<file path="src/hw/fcls_pkg.sv">
/*
  constants, register map and state codes of the fiber-cut laser shutdown controller.
  assumes a 100 MHz system clock and an AXI4-Lite master with 32-bit data.
*/
// Notes on behaviour
// RQ1: continuity loss only while both losses present
// RQ2: loss commands booster off within three seconds
// RQ3: one continuity alarm, demote overhead and payload
// RQ4: service-channel laser off after booster shutdown
// RQ5: preamplifier shuts off on its own input loss
// RQ6: report service framing loss alongside overhead loss
// RQ7: passive node blocks switch and drops laser
// RQ8: same shutdown on own receive side
// RQ9: transmitters stay off until restart by mode
// RQ10: restart pulse answered; originator resumes on return
// RQ11: passive restart re-enables laser and passes switch
// RQ12: power reduced while any restart pulse emits
// RQ13: two-second service pulse, retry after 100 seconds
// RQ14: nine-second reduced pulse, answer within 100 seconds
// RQ15: mode disabled, auto, manual, test; auto default
// RQ16: second counters from prescaled tick, cleared at reset
package fcls_pkg;
  localparam int unsigned CLK_PERIOD_NS = 10;
  localparam int unsigned SEC_NS        = 1000000000;
  localparam int unsigned TICK_CYCLES   = SEC_NS / CLK_PERIOD_NS;

  localparam logic [6:0] AMP_OFF_S   = 7'd3;
  localparam logic [6:0] SVC_PULSE_S = 7'd2;
  localparam logic [6:0] SVC_WAIT_S  = 7'd100;
  localparam logic [6:0] AMP_PULSE_S = 7'd9;
  localparam logic [6:0] AMP_WAIT_S  = 7'd100;

  localparam logic [3:0] OFS_CTRL     = 4'h0;
  localparam logic [3:0] OFS_STATUS   = 4'h4;
  localparam logic [3:0] OFS_IRQ_STAT = 4'h8;
  localparam logic [3:0] OFS_IRQ_MASK = 4'hC;

  localparam int unsigned CTRL_MODE_LSB   = 0;
  localparam int unsigned CTRL_PASSIVE    = 2;
  localparam int unsigned CTRL_RESTART    = 8;
  localparam int unsigned STAT_STATE_LSB  = 5;

  localparam int unsigned IRQ_W         = 4;
  localparam int unsigned IRQ_CONT_LOSS = 0;
  localparam int unsigned IRQ_SHUTDOWN  = 1;
  localparam int unsigned IRQ_RESTORED  = 2;
  localparam int unsigned IRQ_RETRY     = 3;

  localparam logic [1:0] RESP_OKAY   = 2'h0;
  localparam logic [1:0] RESP_SLVERR = 2'h2;

  typedef enum logic [1:0] {
    MODE_DISABLED = 2'h0,
    MODE_AUTO     = 2'h1,
    MODE_MANUAL   = 2'h2,
    MODE_TEST     = 2'h3
  } fcls_mode_e;

  localparam fcls_mode_e MODE_RST    = MODE_AUTO;
  localparam logic       PASSIVE_RST = 1'b0;
  localparam logic [IRQ_W-1:0] MASK_RST = 4'h0;

  typedef enum logic [5:0] {
    ST_RUN       = 6'b000001,
    ST_SHUT      = 6'b000010,
    ST_SVC_PULSE = 6'b000100,
    ST_SVC_WAIT  = 6'b001000,
    ST_AMP_PULSE = 6'b010000,
    ST_AMP_WAIT  = 6'b100000
  } fcls_state_e;
endpackage

</file>
<file path="src/hw/fcls_tick.sv">
/*
  prescaler that turns the system clock into a one-cycle pulse per second.
  assumes a synchronous active-high reset on the same clock.
*/
`timescale 1ns/1ns
module fcls_tick #(
  parameter int unsigned P_CYCLES = 100
) (
  input  wire logic i_clk,
  input  wire logic i_rst,
  output logic      o_tick
);
  logic [31:0] cnt_ff;

  always_ff @(posedge i_clk) begin
    if (i_rst) begin
      cnt_ff <= 32'h0;
      o_tick <= 1'b0;
    end else if (cnt_ff == P_CYCLES - 32'd1) begin // RQ16
      cnt_ff <= 32'h0;
      o_tick <= 1'b1;
    end else begin
      cnt_ff <= cnt_ff + 32'd1;
      o_tick <= 1'b0;
    end
  end
endmodule

</file>
<file path="src/hw/fcls_top.sv">
/*
  fiber-cut laser shutdown controller with AXI4-Lite registers and one interrupt.
  assumes loss and pulse-detect pins are asynchronous; one 100 MHz clock.
*/
// Design decisions made here: the AXI4-Lite interface to the registers and the placing of the registers.
`timescale 1ns/1ns
module fcls_top #(
  parameter int unsigned P_TICK_CYCLES = fcls_pkg::TICK_CYCLES
) (
  input  wire logic        I_CLK,
  input  wire logic        I_SYS_RST,
  input  wire logic        I_OVERHEAD_LOSS,
  input  wire logic        I_PAYLOAD_LOSS,
  input  wire logic        I_PRE_INPUT_LOSS,
  input  wire logic        I_SVC_FRAME_LOSS,
  input  wire logic        I_PEER_PULSE,
  output logic             O_BOOSTER_EN,
  output logic             O_BOOSTER_REDUCED,
  output logic             O_PREAMP_EN,
  output logic             O_SVC_LASER_EN,
  output logic             O_SVC_LOW_POWER,
  output logic             O_SWITCH_PASS,
  output logic             O_CONT_LOSS_ALARM,
  output logic             O_OVERHEAD_ALARM,
  output logic             O_PAYLOAD_ALARM,
  output logic             O_SVC_LOSS_IND,
  output logic             O_IRQ,
  input  wire logic        S_AXI_AWVALID,
  output logic             S_AXI_AWREADY,
  input  wire logic [3:0]  S_AXI_AWADDR,
  input  wire logic        S_AXI_WVALID,
  output logic             S_AXI_WREADY,
  input  wire logic [31:0] S_AXI_WDATA,
  input  wire logic [3:0]  S_AXI_WSTRB,
  output logic             S_AXI_BVALID,
  input  wire logic        S_AXI_BREADY,
  output logic [1:0]       S_AXI_BRESP,
  input  wire logic        S_AXI_ARVALID,
  output logic             S_AXI_ARREADY,
  input  wire logic [3:0]  S_AXI_ARADDR,
  output logic             S_AXI_RVALID,
  input  wire logic        S_AXI_RREADY,
  output logic [31:0]      S_AXI_RDATA,
  output logic [1:0]       S_AXI_RRESP
);
  localparam int unsigned NPIN = 5;

  logic [NPIN-1:0]      pin_raw;
  logic [NPIN-1:0]      sync_a_ff;
  logic [NPIN-1:0]      sync_b_ff;
  logic                 ovh_loss;
  logic                 pay_loss;
  logic                 pre_loss;
  logic                 svc_loss;
  logic                 peer_pulse;
  logic                 cont_loss;
  logic                 cont_loss_d_ff;
  logic                 tick;
  logic                 tick_rst;
  fcls_pkg::fcls_mode_e mode_ff;
  logic                 passive_ff;
  logic                 restart_req;
  fcls_pkg::fcls_state_e state_ff;
  fcls_pkg::fcls_state_e nxt_state;
  logic [6:0]           sec_ff;
  logic                 retry;
  logic [fcls_pkg::IRQ_W-1:0] irq_stat_ff;
  logic [fcls_pkg::IRQ_W-1:0] irq_mask_ff;
  logic [fcls_pkg::IRQ_W-1:0] irq_set;
  logic                 aw_got_ff;
  logic                 w_got_ff;
  logic [3:0]           aw_addr_ff;
  logic [31:0]          w_data_ff;
  logic [3:0]           w_strb_ff;
  logic                 wr_do;
  logic                 rd_do;
  logic                 rd_clr;

  // address decode shared by both channels
  function automatic logic addr_ok(input logic [3:0] a);
    addr_ok = (a == fcls_pkg::OFS_CTRL) || (a == fcls_pkg::OFS_STATUS) ||
              (a == fcls_pkg::OFS_IRQ_STAT) || (a == fcls_pkg::OFS_IRQ_MASK);
  endfunction

  assign pin_raw = {I_PEER_PULSE, I_SVC_FRAME_LOSS, I_PRE_INPUT_LOSS,
                    I_PAYLOAD_LOSS, I_OVERHEAD_LOSS};

  // pins are asynchronous to I_CLK; second stage is the only reader of the first
  for (genvar g = 0; g < NPIN; g++) begin : g_sync
    always_ff @(posedge I_CLK) begin
      if (I_SYS_RST) begin
        sync_a_ff[g] <= 1'b0;
        sync_b_ff[g] <= 1'b0;
      end else begin
        sync_a_ff[g] <= pin_raw[g];
        sync_b_ff[g] <= sync_a_ff[g];
      end
    end
  end

  assign ovh_loss   = sync_b_ff[0];
  assign pay_loss   = sync_b_ff[1];
  assign pre_loss   = sync_b_ff[2];
  assign svc_loss   = sync_b_ff[3];
  assign peer_pulse = sync_b_ff[4];
  assign cont_loss  = ovh_loss & pay_loss; // RQ1 RQ8

  // prescaler restarts on every state change, so each timed interval is whole seconds long
  assign tick_rst = I_SYS_RST || (nxt_state != state_ff); // RQ13 RQ14 RQ16

  fcls_tick #(
    .P_CYCLES (P_TICK_CYCLES)
  ) u_tick (
    .i_clk  (I_CLK),
    .i_rst  (tick_rst),
    .o_tick (tick)
  );

  // seconds spent in the current state; saturates, so a stalled state stays safe
  always_ff @(posedge I_CLK) begin
    if (I_SYS_RST || nxt_state != state_ff) begin
      sec_ff <= 7'h0; // RQ16
    end else if (tick && sec_ff != 7'h7F) begin
      sec_ff <= sec_ff + 7'h1; // RQ16
    end
  end

  always_comb begin
    nxt_state = state_ff;
    retry     = 1'b0;
    unique case (state_ff)
      fcls_pkg::ST_RUN: begin
        if (cont_loss && mode_ff != fcls_pkg::MODE_DISABLED) begin
          nxt_state = fcls_pkg::ST_SHUT; // RQ2 RQ4 RQ7
        end
      end
      fcls_pkg::ST_SHUT: begin
        if (mode_ff == fcls_pkg::MODE_DISABLED) begin
          nxt_state = fcls_pkg::ST_RUN;
        end else if (peer_pulse) begin
          nxt_state = fcls_pkg::ST_SVC_PULSE; // RQ10
        end else if (mode_ff == fcls_pkg::MODE_AUTO || restart_req) begin
          nxt_state = fcls_pkg::ST_SVC_PULSE; // RQ9
        end
      end
      fcls_pkg::ST_SVC_PULSE: begin
        if (sec_ff >= fcls_pkg::SVC_PULSE_S) begin
          nxt_state = fcls_pkg::ST_SVC_WAIT; // RQ13
        end
      end
      fcls_pkg::ST_SVC_WAIT: begin
        if (peer_pulse) begin
          nxt_state = passive_ff ? fcls_pkg::ST_RUN : fcls_pkg::ST_AMP_PULSE; // RQ11 RQ14
        end else if (sec_ff >= fcls_pkg::SVC_WAIT_S) begin
          retry     = 1'b1;
          nxt_state = (mode_ff == fcls_pkg::MODE_AUTO) ? fcls_pkg::ST_SVC_PULSE
                                                       : fcls_pkg::ST_SHUT; // RQ13
        end
      end
      fcls_pkg::ST_AMP_PULSE: begin
        if (sec_ff >= fcls_pkg::AMP_PULSE_S) begin
          nxt_state = fcls_pkg::ST_AMP_WAIT; // RQ14
        end
      end
      fcls_pkg::ST_AMP_WAIT: begin
        if (!pay_loss) begin
          nxt_state = fcls_pkg::ST_RUN; // RQ10 RQ14
        end else if (sec_ff >= fcls_pkg::AMP_WAIT_S) begin
          retry     = 1'b1;
          nxt_state = fcls_pkg::ST_SHUT;
        end
      end
      default: nxt_state = fcls_pkg::ST_SHUT;
    endcase
  end

  always_ff @(posedge I_CLK) begin
    if (I_SYS_RST) begin
      state_ff <= fcls_pkg::ST_RUN;
    end else begin
      state_ff <= nxt_state;
    end
  end

  // transmitter outputs registered from the next state so they align with state_ff
  always_ff @(posedge I_CLK) begin
    if (I_SYS_RST) begin
      O_BOOSTER_EN      <= 1'b0;
      O_BOOSTER_REDUCED <= 1'b0;
      O_SVC_LASER_EN    <= 1'b0;
      O_SVC_LOW_POWER   <= 1'b0;
      O_SWITCH_PASS     <= 1'b0;
    end else begin
      O_BOOSTER_EN   <= !passive_ff && (nxt_state == fcls_pkg::ST_RUN ||
                        nxt_state == fcls_pkg::ST_AMP_PULSE); // RQ2 RQ9
      O_BOOSTER_REDUCED <= nxt_state == fcls_pkg::ST_AMP_PULSE; // RQ12
      O_SVC_LASER_EN <= nxt_state != fcls_pkg::ST_SHUT &&
                        nxt_state != fcls_pkg::ST_SVC_WAIT; // RQ4 RQ7 RQ9
      O_SVC_LOW_POWER <= nxt_state == fcls_pkg::ST_SVC_PULSE; // RQ12
      O_SWITCH_PASS  <= !passive_ff || nxt_state == fcls_pkg::ST_RUN; // RQ7 RQ11
    end
  end

  // preamp and alarms follow the synchronised inputs; one alarm replaces two
  always_ff @(posedge I_CLK) begin
    if (I_SYS_RST) begin
      O_PREAMP_EN       <= 1'b0;
      O_CONT_LOSS_ALARM <= 1'b0;
      O_OVERHEAD_ALARM  <= 1'b0;
      O_PAYLOAD_ALARM   <= 1'b0;
      O_SVC_LOSS_IND    <= 1'b0;
      cont_loss_d_ff    <= 1'b0;
    end else begin
      O_PREAMP_EN       <= !pre_loss; // RQ5
      O_CONT_LOSS_ALARM <= cont_loss; // RQ3
      O_OVERHEAD_ALARM  <= ovh_loss && !pay_loss; // RQ3
      O_PAYLOAD_ALARM   <= pay_loss && !ovh_loss; // RQ3
      O_SVC_LOSS_IND    <= svc_loss; // RQ6
      cont_loss_d_ff    <= cont_loss;
    end
  end

  // write channel: address and data taken in either order, then one response
  assign S_AXI_AWREADY = !aw_got_ff && !S_AXI_BVALID;
  assign S_AXI_WREADY  = !w_got_ff && !S_AXI_BVALID;
  assign wr_do         = aw_got_ff && w_got_ff && !S_AXI_BVALID;

  always_ff @(posedge I_CLK) begin
    if (I_SYS_RST) begin
      aw_got_ff  <= 1'b0;
      w_got_ff   <= 1'b0;
      aw_addr_ff <= 4'h0;
      w_data_ff  <= 32'h0;
      w_strb_ff  <= 4'h0;
      S_AXI_BVALID <= 1'b0;
      S_AXI_BRESP  <= fcls_pkg::RESP_OKAY;
    end else begin
      if (S_AXI_AWVALID && S_AXI_AWREADY) begin
        aw_got_ff  <= 1'b1;
        aw_addr_ff <= S_AXI_AWADDR;
      end
      if (S_AXI_WVALID && S_AXI_WREADY) begin
        w_got_ff  <= 1'b1;
        w_data_ff <= S_AXI_WDATA;
        w_strb_ff <= S_AXI_WSTRB;
      end
      if (wr_do) begin
        aw_got_ff    <= 1'b0;
        w_got_ff     <= 1'b0;
        S_AXI_BVALID <= 1'b1;
        S_AXI_BRESP  <= addr_ok(aw_addr_ff) ? fcls_pkg::RESP_OKAY
                                            : fcls_pkg::RESP_SLVERR;
      end else if (S_AXI_BREADY) begin
        S_AXI_BVALID <= 1'b0;
      end
    end
  end

  assign restart_req = wr_do && aw_addr_ff == fcls_pkg::OFS_CTRL && w_strb_ff[1] &&
                       w_data_ff[fcls_pkg::CTRL_RESTART] &&
                       mode_ff != fcls_pkg::MODE_DISABLED &&
                       mode_ff != fcls_pkg::MODE_AUTO;

  always_ff @(posedge I_CLK) begin
    if (I_SYS_RST) begin
      mode_ff     <= fcls_pkg::MODE_RST; // RQ15
      passive_ff  <= fcls_pkg::PASSIVE_RST;
      irq_mask_ff <= fcls_pkg::MASK_RST;
    end else if (wr_do && w_strb_ff[0]) begin
      if (aw_addr_ff == fcls_pkg::OFS_CTRL) begin
        mode_ff    <= fcls_pkg::fcls_mode_e'(w_data_ff[fcls_pkg::CTRL_MODE_LSB +: 2]);
        passive_ff <= w_data_ff[fcls_pkg::CTRL_PASSIVE];
      end
      if (aw_addr_ff == fcls_pkg::OFS_IRQ_MASK) begin
        irq_mask_ff <= w_data_ff[fcls_pkg::IRQ_W-1:0];
      end
    end
  end

  // read channel: one outstanding read, data registered
  assign S_AXI_ARREADY = !S_AXI_RVALID;
  assign rd_do         = S_AXI_ARVALID && S_AXI_ARREADY;
  assign rd_clr        = rd_do && S_AXI_ARADDR == fcls_pkg::OFS_IRQ_STAT;

  always_ff @(posedge I_CLK) begin
    if (I_SYS_RST) begin
      S_AXI_RVALID <= 1'b0;
      S_AXI_RDATA  <= 32'h0;
      S_AXI_RRESP  <= fcls_pkg::RESP_OKAY;
    end else if (rd_do) begin
      S_AXI_RVALID <= 1'b1;
      S_AXI_RRESP  <= addr_ok(S_AXI_ARADDR) ? fcls_pkg::RESP_OKAY
                                            : fcls_pkg::RESP_SLVERR;
      unique case (S_AXI_ARADDR)
        fcls_pkg::OFS_CTRL:
          S_AXI_RDATA <= {29'h0, passive_ff, mode_ff};
        fcls_pkg::OFS_STATUS:
          S_AXI_RDATA <= {21'h0, state_ff, svc_loss, pre_loss, pay_loss,
                          ovh_loss, cont_loss};
        fcls_pkg::OFS_IRQ_STAT:
          S_AXI_RDATA <= {28'h0, irq_stat_ff};
        fcls_pkg::OFS_IRQ_MASK:
          S_AXI_RDATA <= {28'h0, irq_mask_ff};
        default:
          S_AXI_RDATA <= 32'h0;
      endcase
    end else if (S_AXI_RREADY) begin
      S_AXI_RVALID <= 1'b0;
    end
  end

  // sticky events; a new event in the clearing read's cycle survives
  assign irq_set[fcls_pkg::IRQ_CONT_LOSS] = cont_loss && !cont_loss_d_ff;
  assign irq_set[fcls_pkg::IRQ_SHUTDOWN]  = nxt_state == fcls_pkg::ST_SHUT &&
                                            state_ff == fcls_pkg::ST_RUN;
  assign irq_set[fcls_pkg::IRQ_RESTORED]  = nxt_state == fcls_pkg::ST_RUN &&
                                            state_ff != fcls_pkg::ST_RUN;
  assign irq_set[fcls_pkg::IRQ_RETRY]     = retry;

  always_ff @(posedge I_CLK) begin
    if (I_SYS_RST) begin
      irq_stat_ff <= 4'h0;
    end else begin
      irq_stat_ff <= (rd_clr ? 4'h0 : irq_stat_ff) | irq_set;
    end
  end

  assign O_IRQ = |(irq_stat_ff & irq_mask_ff);
endmodule

</file>
<file path="config.mk">
export PLATFORM = sky130hd
export DESIGN_NAME = fcls_top
export DESIGN_NICKNAME = d
export VERILOG_FILES = /design/src/hw/fcls_pkg.sv /design/src/hw/fcls_tick.sv /design/src/hw/fcls_top.sv
export SDC_FILE = /design/constraint.sdc
export NUM_CORES = 1
export LEC_CHECK = 0
export ABC_AREA = 1
export BUFFER_PORTS_ARGS = -buffer_cell sky130_fd_sc_hd__buf_4
export CORE_MARGIN = 3
export CORE_UTILIZATION = 57
export CTS_BUF_LIST = sky130_fd_sc_hd__clkbuf_8
export DETAILED_ROUTE_END_ITERATION = 6
export PLACE_DENSITY = 0.83
export SYNTH_ARGS = -nofsm -noshare
export SYNTH_HDL_FRONTEND = slang
export SYNTH_SLANG_ARGS = --single-unit
</file>
<file path="constraint.sdc">
create_clock -name I_CLK -period 2.43 [get_ports I_CLK]
set_input_delay 0.486 -clock I_CLK [delete_from_list [all_inputs] [get_ports I_CLK]]
set_output_delay 0.486 -clock I_CLK [all_outputs]
set_load 0.02 [all_outputs]
</file>
### Word-level counts from Yosys, hierarchy flattened

Cells that the tools add are included.

* flip-flop bits (word level): 132
* bits of input ports: 56
* output and inout port bits: 52
* logic and storage cells: 149

* $add $sub $neg: 2
* magnitude comparators: 3
* equality and inequality tests: 24
* multiplexer cells: 26
* bitwise logic cells: 3
* reduce and logical (&&, ||, !) cells: 53

Operators with widths (count)
* 6-bit two-way mux: 10
* 11-bit one-hot mux with 4 select lines: 1
* 6-bit one-hot mux with 6 select lines: 1
* 32-bit by 1-bit adder with 32-bit output, second input constant: 1
* 32-bit by 27-bit equality test with 1-bit output, second input constant: 1
* 1-bit logical AND: 23
* 4-bit equality test, second input constant: 4
* 6-bit by 1-bit equality test with 1-bit output, second input constant: 2
* 6-bit by 2-bit equality test with 1-bit output, second input constant: 2
* 6-bit by 3-bit equality test with 1-bit output, second input constant: 2
* 6-bit by 5-bit equality test with 1-bit output, second input constant: 2
* 1-bit logical OR: 10
* 1-bit zero test: 9
* 4-bit by 3-bit equality test with 1-bit output, second input constant: 2
* 4-bit zero test: 2
* 1-bit two-way mux: 8
* 7-bit by 1-bit adder with 7-bit output, second input constant: 1
* 7-bit by 2-bit greater-or-equal comparator with 1-bit output, second input constant: 1
* 7-bit by 4-bit greater-or-equal comparator with 1-bit output, second input constant: 1
* 7-bit greater-or-equal comparator, second input constant: 1
* 7-bit inequality test, second input constant: 1
* 6-bit by 4-bit equality test with 1-bit output, second input constant: 1
* 6-bit equality test, second input constant: 1
* 6-bit by 1-bit inequality test with 1-bit output, second input constant: 1
* 18 further kinds: 23

### Longest topological paths before layout

Gate-level depths: netlist of run 1.

* depth in word-level cells: 15
* mapped depth: 15
* gate-level depth less buffers: 14

### Hierarchy

From an unflattened synthesis of run 1, not the netlist that was laid out.

* cells, all modules: 745
* area, all modules: 5049.8 µm²

By module, submodules not included
* fcls_top: times used 1, cells an instance 456, area each 3251.9 µm², seq. area each 1441.4 µm²
* fcls_tick: times used 1, cells an instance 289, area each 1798.0 µm², seq. area each 660.6 µm²

### Least setup slack after synthesis of run 1

Ideal clock, no wire load.

* path type: register -> register
* start: register sec_ff[1]
* end: register u_tick.cnt_ff[10]
* setup time: 62 ps
* arrival time: 1751 ps
* data required time: 2368 ps
* slack: 618 ps
* cell stages (with the launch flop): 16
* buffers on the path: 1
* period minus slack after synthesis: 1812 ps
* cells stage by stage: dfxtp_1 -> inv_1 -> ha_1 -> nor2_1 -> nand2_1 -> nand2_1 -> and2_1 -> nand2_1 -> nand2_1 -> inv_2 -> nand2_1 -> nand3_1 -> nor3_2 -> nand3_2 -> buf_6 -> nor2_4

* word-level cells in the longest chain between the ends: 7
* elaborated cells on any way between the ends: 13
* classes of those cells: order compare (3); eq/ne (1); mux (7); reduce/logical (2)

RTL lines
* start: declaration: RTL line fcls_top.sv:65 `logic [6:0] sec_ff;`
* start signal: assignment: RTL line fcls_top.sv:124 `sec_ff <= sec_ff + 7'h1;`
* 7-bit greater-or-equal comparator: RTL line fcls_top.sv:154, fcls_top.sv:168
* 6-bit two-way mux, on equally long branches: RTL line fcls_top.sv:168, fcls_top.sv:154
* 6-bit two-way mux, on equally long branches: RTL line fcls_top.sv:166, fcls_top.sv:152
* 6-bit one-hot mux with 6 select lines (*): RTL line fcls_top.sv:131 `unique case (state_ff)`
* 6-bit inequality test (*): RTL line fcls_top.sv:109 `assign tick_rst = I_SYS_RST || (nxt_state != state_ff);`
* 1-bit logical OR (*): RTL line fcls_top.sv:109
* 2-bit OR reduction (no source line) (*)
* end signal: assignment: RTL line fcls_tick.sv:23 `cnt_ff <= cnt_ff + 32'd1;`
* end: declaration: RTL line fcls_tick.sv:13 `logic [31:0] cnt_ff;`

Mark *: on every way between the ends. The rest lies on a longest branch, timed or not.
A chain may end at the register's enable or synchronous reset.

### Worst setup path after layout of run 1

* start: register u_tick.cnt_ff[0]
* end: register u_tick.cnt_ff[22]

* word-level cells in the longest chain between the ends: 2
* elaborated cells on any way between the ends: 3
* classes of those cells: add/sub (1); eq/ne (1); reduce/logical (1)

RTL lines
* parallel branches: the longest is 2 deep, another holds 32-bit by 1-bit adder with 32-bit output

Parallel ways; which one is timed is not known.

==> results of run 1 <==
## routing by layer
layer / vias up / part of all wire / wire length [µm]
met4: 0 / 0.011 / 112
li1: 2173 / - / -
met3: 10 / 0.065 / 684
met5: - / 0 / 0
met1: 1936 / 0.43 / 4525
met2: 116 / 0.49 / 5128
## state kept, by name (all words and copies together), names as in the netlist, 2 cells and up
name / cells
sync_a_ff: 5
sec_ff: 7
irq_mask_ff: 4
w_strb_ff: 2
u_tick.cnt_ff: 32
aw_addr_ff: 4
S_AXI_RDATA: 11
w_data_ff: 5
irq_stat_ff: 4
state_ff: 6
mode_ff: 2
## metrics by stage
stage                       util  instances
final                     0.6736        836
after global routing      0.6736        836
after CTS                 0.6736        836
after floorplan                -        694
after global placement    0.6484        820
after detailed placement  0.6484        820
## worst max-delay path by stage
stage,end,slack (ps),start,depth (start not counted)
2_1_floorplan,u_tick.cnt_ff[10],620,sec_ff[1],15
3_3_place_gp,u_tick.cnt_ff[26],420,u_tick.cnt_ff[0],10
3_5_place_dp,u_tick.cnt_ff[26],340,u_tick.cnt_ff[0],10
4_1_cts,u_tick.cnt_ff[26],320,u_tick.cnt_ff[0],10
5_1_grt,u_tick.cnt_ff[16],120,sec_ff[1],15
6_report,u_tick.cnt_ff[22],320,u_tick.cnt_ff[0],10
## cell families after synthesis
logic type | after synthesis
simple gates | 331
buf+inv | 129
flops | 105
compound gates | 67
xor+xnor | 35
fa+ha+maj | 4
other cells | 1
## placed cells by master (no fill, tap or decap), drive strengths merged, types with 2 or more instances in the layout
master	n
buf	56
nand3b	2
conb	23
dfxtp	105
o2111ai	2
nor4	6
inv	96
nor3b	2
nor3	17
xor2	26
clkbuf	10
nand4	14
ha	4
nand2	105
and2	3
nor2	146
clkinv	2
nand3	36
xnor2	9
o21ai	31
a21oi	28
## worst max-delay path, stage by stage (launching register included)
cell and delay, ps:
dfxtp_1 380, ha_1 200, nand2_1 60, inv_1 70
nand3_1 180, nor3_2 300, nor3b_2 410, nand2_1 120
xnor2_1 150, inv_1 80, nor2_4 100
## cell type report
class	instances	area, µm²	area share
multi-input combinational	460	2442	0.4304
sequential	105	2102	0.3705
timing repair buffer	56	432.9	0.07630
inverter	94	352.8	0.06218
clock buffer	10	137.6	0.02426
tap	105	131.4	0.02315
clock inverter	6	75.07	0.01323
## report_power, final
part	internal, W	switching, W	total [W]	leakage, nW
clock network	0.000519	0.000614	0.00113	0.105
logic	0.000185	0.000422	0.000607	1.35
registers	0.00179	0.0000548	0.00185	0.855
total	0.00250	0.00109	0.00359	2.31
==> flow_summary.toml, run 1 <==
[outcome]
outcome = "completed"

[critical_path]
critPathLaunchType = "flip-flop"
endpoint_kind = "flip-flop"
r2r_slack_ps = 320
rr_worst_depth = 10
critPathKind = "reg -> reg"
regToRegStartpoint = "u_tick.cnt_ff[0]"
cp_max_fo = 4
cp.arrival_ps = 2430
r2r-end = "u_tick.cnt_ff[22]"
critical_path_required_ps = 2740

[placed_design]
portBuffers = 55
post_dp_cell_area_um2 = 5461
dpl.hpwl_um = 7824
routabilityCongestion = 0.8928
pre_cts_ws_ps = 344.7

[grt]
grt_pass1_vias = 4010
use_met1 = 0.2696
grt_pass1_wl_um = 17930
antenna_found_initial = 0
grt_max_degree = 35
grt_usage = 0.2181
gr-total-overflow = 0
use_met2 = 0.3812
grt_busiest_layer = "met2"
grt_util_met3 = 0.04795

[detailed_routing]
num_vias = 4235
viasPerCell = 5.066
ant_nets = 0
routed_wl_um = 10450
drt_iter0_markers = 211
drc_errors = 0
wire_per_inst_um = 12.50
dr.pass1.iters = 5

[finish]
design_area_um2 = 5674
fillerInstances = 739
antenna_cells = 0
drive_above_1_share = 0.1737
nets = 786
area_growth_syn_to_layout_pct = 12.25

[clocking]
clk_latency_ps = 370
post_cts_buffers = 0
cts_tree = "done"
cts_max_path_buffers = 2
postCtsHoldBufs = 0
clock-sinks = 105
cts_made_buffers = 9
clk_pin_slew_ps = 110
cts_resized = 0
root_buffer = "clkbuf_8"
htreeDepth = 3

[timing]
maxSlewViolCount = 0
hold_viol = 0
fin_worst_skew_ps = 11.54
tns_ps = 0
rsz0062_at_grt = "false"
relSlewSlack = 0.5033
hold_slack_ps = 316.5
fin_crit_sh = 0.8687
worst_slew_pin_slew_ps = 744.3
period_minus_slack_ps = 2111
fin_ws_ps = 318.9
finalSetupViolations = 0
fmax_mhz = 473.7

[run]
maxCapViolCount = 0

[die]
start_util = 0.6001
core_area_um2 = 8423
die_area_um2 = 10030
pin_count = 108
dieWidth_um = 100.2
dieHeight_um = 100.2
num_rows = 33

[synth]
ys_async_sr_fraction = 0
synthXorXnorAreaFrac = 0.06064
synth.area.top_cells = "dfxtp_1 (42%), nand2_1 (7.8%), nor2_1 (7.8%), inv_1 (6.5%), nor2_4 (4.9%)"
synthSimpleGateAreaFrac = 0.3223
syn-cell-area_um2 = 5055
syn_inst = 672
synth_top_area_share = 0.4158
yosysUniqueCellTypes = 34
synth-edff-count = 0
ys_warn_count = 0
ys_seq_area_frac = 0.4158
yosysTopAreaCell = "dfxtp_1"
muxShareOfSynthArea = 0
synth_compound_area_frac = 0.07327
synth-seq-cells = 105
synth_top_family_by_area = "simple AND/OR/NAND/NOR gates"
synthAdderAreaFrac = 0.009901
synth_common_cells = "dfxtp_1 (105), nand2_1 (105), nor2_1 (105)"
avgSynthCellArea_um2 = 7.522
synth_ff_type = "dfxtp_1"

[hold_path]
hold_start = "I_PRE_INPUT_LOSS"
hold_path.class = "in -> reg"
hold_depth = 3
holdPathEnd = "sync_a_ff[2]"

[pwr]
peakVddDrop_mv = 0.4113
finalPower_w = 0.003589
pwr_density_cell_nw_per_um2 = 632.5
leakagePower_nw = 2.310
(Power assumes the default switching activity.)
==> run 2: changes to the inputs <==
- CORE_UTILIZATION: 57 -> 51
- PLACE_DENSITY: 0.83 -> 0.78
- clock period: 2.43 -> 1.94 ns (I/O delays scaled with it)
==> flow_summary.toml, run 2 (synthesis gave the netlist of run 1 again) <==
[outcome]
outcome = "finished, violations left"
violations = "negative setup slack"

[timing]
fin_ws_ps = -72.75
fin_crit_sh = 1.038
fin_worst_skew_ps = 13.32
fmax_mhz = 496.8
period_minus_slack_ps = 2013
maxSlewViolCount = 0
hold_slack_ps = 211.4
rsz0062_at_grt = "true"
finalSetupViolations = 32
hold_viol = 0

[hold_path]
hold_path.class = "in -> reg"

[placed_design]
placedCellCount = 870
portBuffers = 55
pre_cts_ws_ps = -33.45
routabilityCongestion = 0.9015
dpl.hpwl_um = 8206
post_dp_cell_area_um2 = 5687

[detailed_routing]
wire_per_inst_um = 12.51
ant_nets = 0
viasPerCell = 4.875
num_vias = 4334
dr.pass1.iters = 5
drc_errors = 0
drt_iter0_markers = 205
routed_wl_um = 11120

[run]
maxCapViolCount = 0

[finish]
drive_above_1_share = 0.2316
final_util = 0.6454
largest_reg_flops = 32
top_regs = "u_tick.cnt_ff: 32 flops, S_AXI_RDATA: 11 flops, sec_ff: 7 flops"
nets = 816
final_common_cell = "nand2_1"
design_area_um2 = 6077
antenna_cells = 0
area_growth_syn_to_layout_pct = 20.22
mostFrequentLayoutCells = "nand2_1 (102), nor2_1 (101), dfxtp_1 (98), inv_1 (87), buf_4 (81)"
top_register = "u_tick.cnt_ff"
layoutNonFillerInstCount = 889

[grt]
grt_usage = 0.1919
gr-total-overflow = 0
grt_max_degree = 31
grt_pass1_wl_um = 17640
grt_pass1_vias = 4031
antenna_found_initial = 0

[pwr]
peakVddDrop_mv = 0.4646
pwr_density_cell_nw_per_um2 = 743.7
leakagePower_nw = 2.512

[critical_path]
cp_max_fo = 6
critPathKind = "reg -> reg"
endpoint_kind = "flip-flop"
critical_path_required_ps = 2260
cp.arrival_ps = 2330
critPathLaunchType = "flip-flop"

[clocking]
root_buffer = "clkbuf_8"
clock-sinks = 105
cts_max_path_buffers = 2
postCtsHoldBufs = 0
cts_tree = "done"
htreeDepth = 3
clk_latency_ps = 370
cts_made_buffers = 9
clk_pin_slew_ps = 100

[die]
start_util = 0.5369
dieWidth_um = 105.6
core_area_um2 = 9415
die_area_um2 = 11140
num_rows = 35
dieHeight_um = 105.6
pin_count = 108
## run 2: cell types whose count changed in the layout (fill, tap and decap cells not counted), moves of 3 or more
cell     previous run  this run
nand2_1           105       102
nor2_1            105       101
dfxtp_2             0         5
nand3_4             0         3
dfxtp_1           105        98
nor2_2             19        16
nor2_4             22        29
buf_4              55        81
## run 2: metal layers
layer / vias to the layer above / part of all wire / global-route usage
met5: - / 0 / 0
met4: 0 / 0.023 / 0.08326
met3: 22 / 0.053 / 0.04348
met2: 125 / 0.49 / 0.3183
met1: 1955 / 0.43 / 0.2390
li1: 2232 / - / -
## run 2: through the flow
step                total power (W)  setup TNS, ps
floorplan                  0.002963              0
global placement           0.003134         -10.03
detailed placement         0.003152         -364.3
CTS                        0.004398              0
global route               0.004737          -6129
finish                     0.004519          -1599
## run 2: final cells by class
| class | instances | area [µm²] |
|---|---|---|
| Sequential cell | 105 | 2116 |
| Fill cell | 829 | 3338 |
| Timing Repair Buffer | 86 | 704.4 |
| Tap cell | 129 | 161.4 |
| Inverter | 94 | 352.8 |
| Multi-Input combinational cell | 460 | 2565 |
| Clock buffer | 9 | 123.9 |
| Clock inverter | 6 | 53.80 |
## run 2: critical path: stages (launching register included)
cell       delay (ps)
dfxtp_2           390
nor2_4            230
nand3_4           140
nor2_4            130
nand4_1           150
nand4_1           140
nand3_1           150
nor2_4            160
nand3_4           160
clkbuf_16         220
nor2_2             80
## run 2: path summary, 6_finish.rpt
check	from	end	slack [ps]	depth (start not counted)
max	state_ff[4]	u_tick.cnt_ff[27]	-70	10
min	I_SVC_FRAME_LOSS	sync_a_ff[3]	210	3
max reg2reg	state_ff[4]	u_tick.cnt_ff[27]	-70	10
min reg2reg	sync_a_ff[1]	pay_loss	400	2
## run 2: what timing repair did
action                                 4_1_cts  5_1_grt
pin swaps                                    1        5
gates resized for setup                      8       31
setup endpoints to repair                   32       40
buffers inserted                             0        1
endpoints found under the hold margin        0        0
cloned                                       0        3
## run 2: power by group
part | switching, W | leakage [nW] | internal [W]
clock | 0.000772 | 0.0878 | 0.000480
combinational | 0.000595 | 1.57 | 0.000357
sequential | 0.0000650 | 0.859 | 0.00225
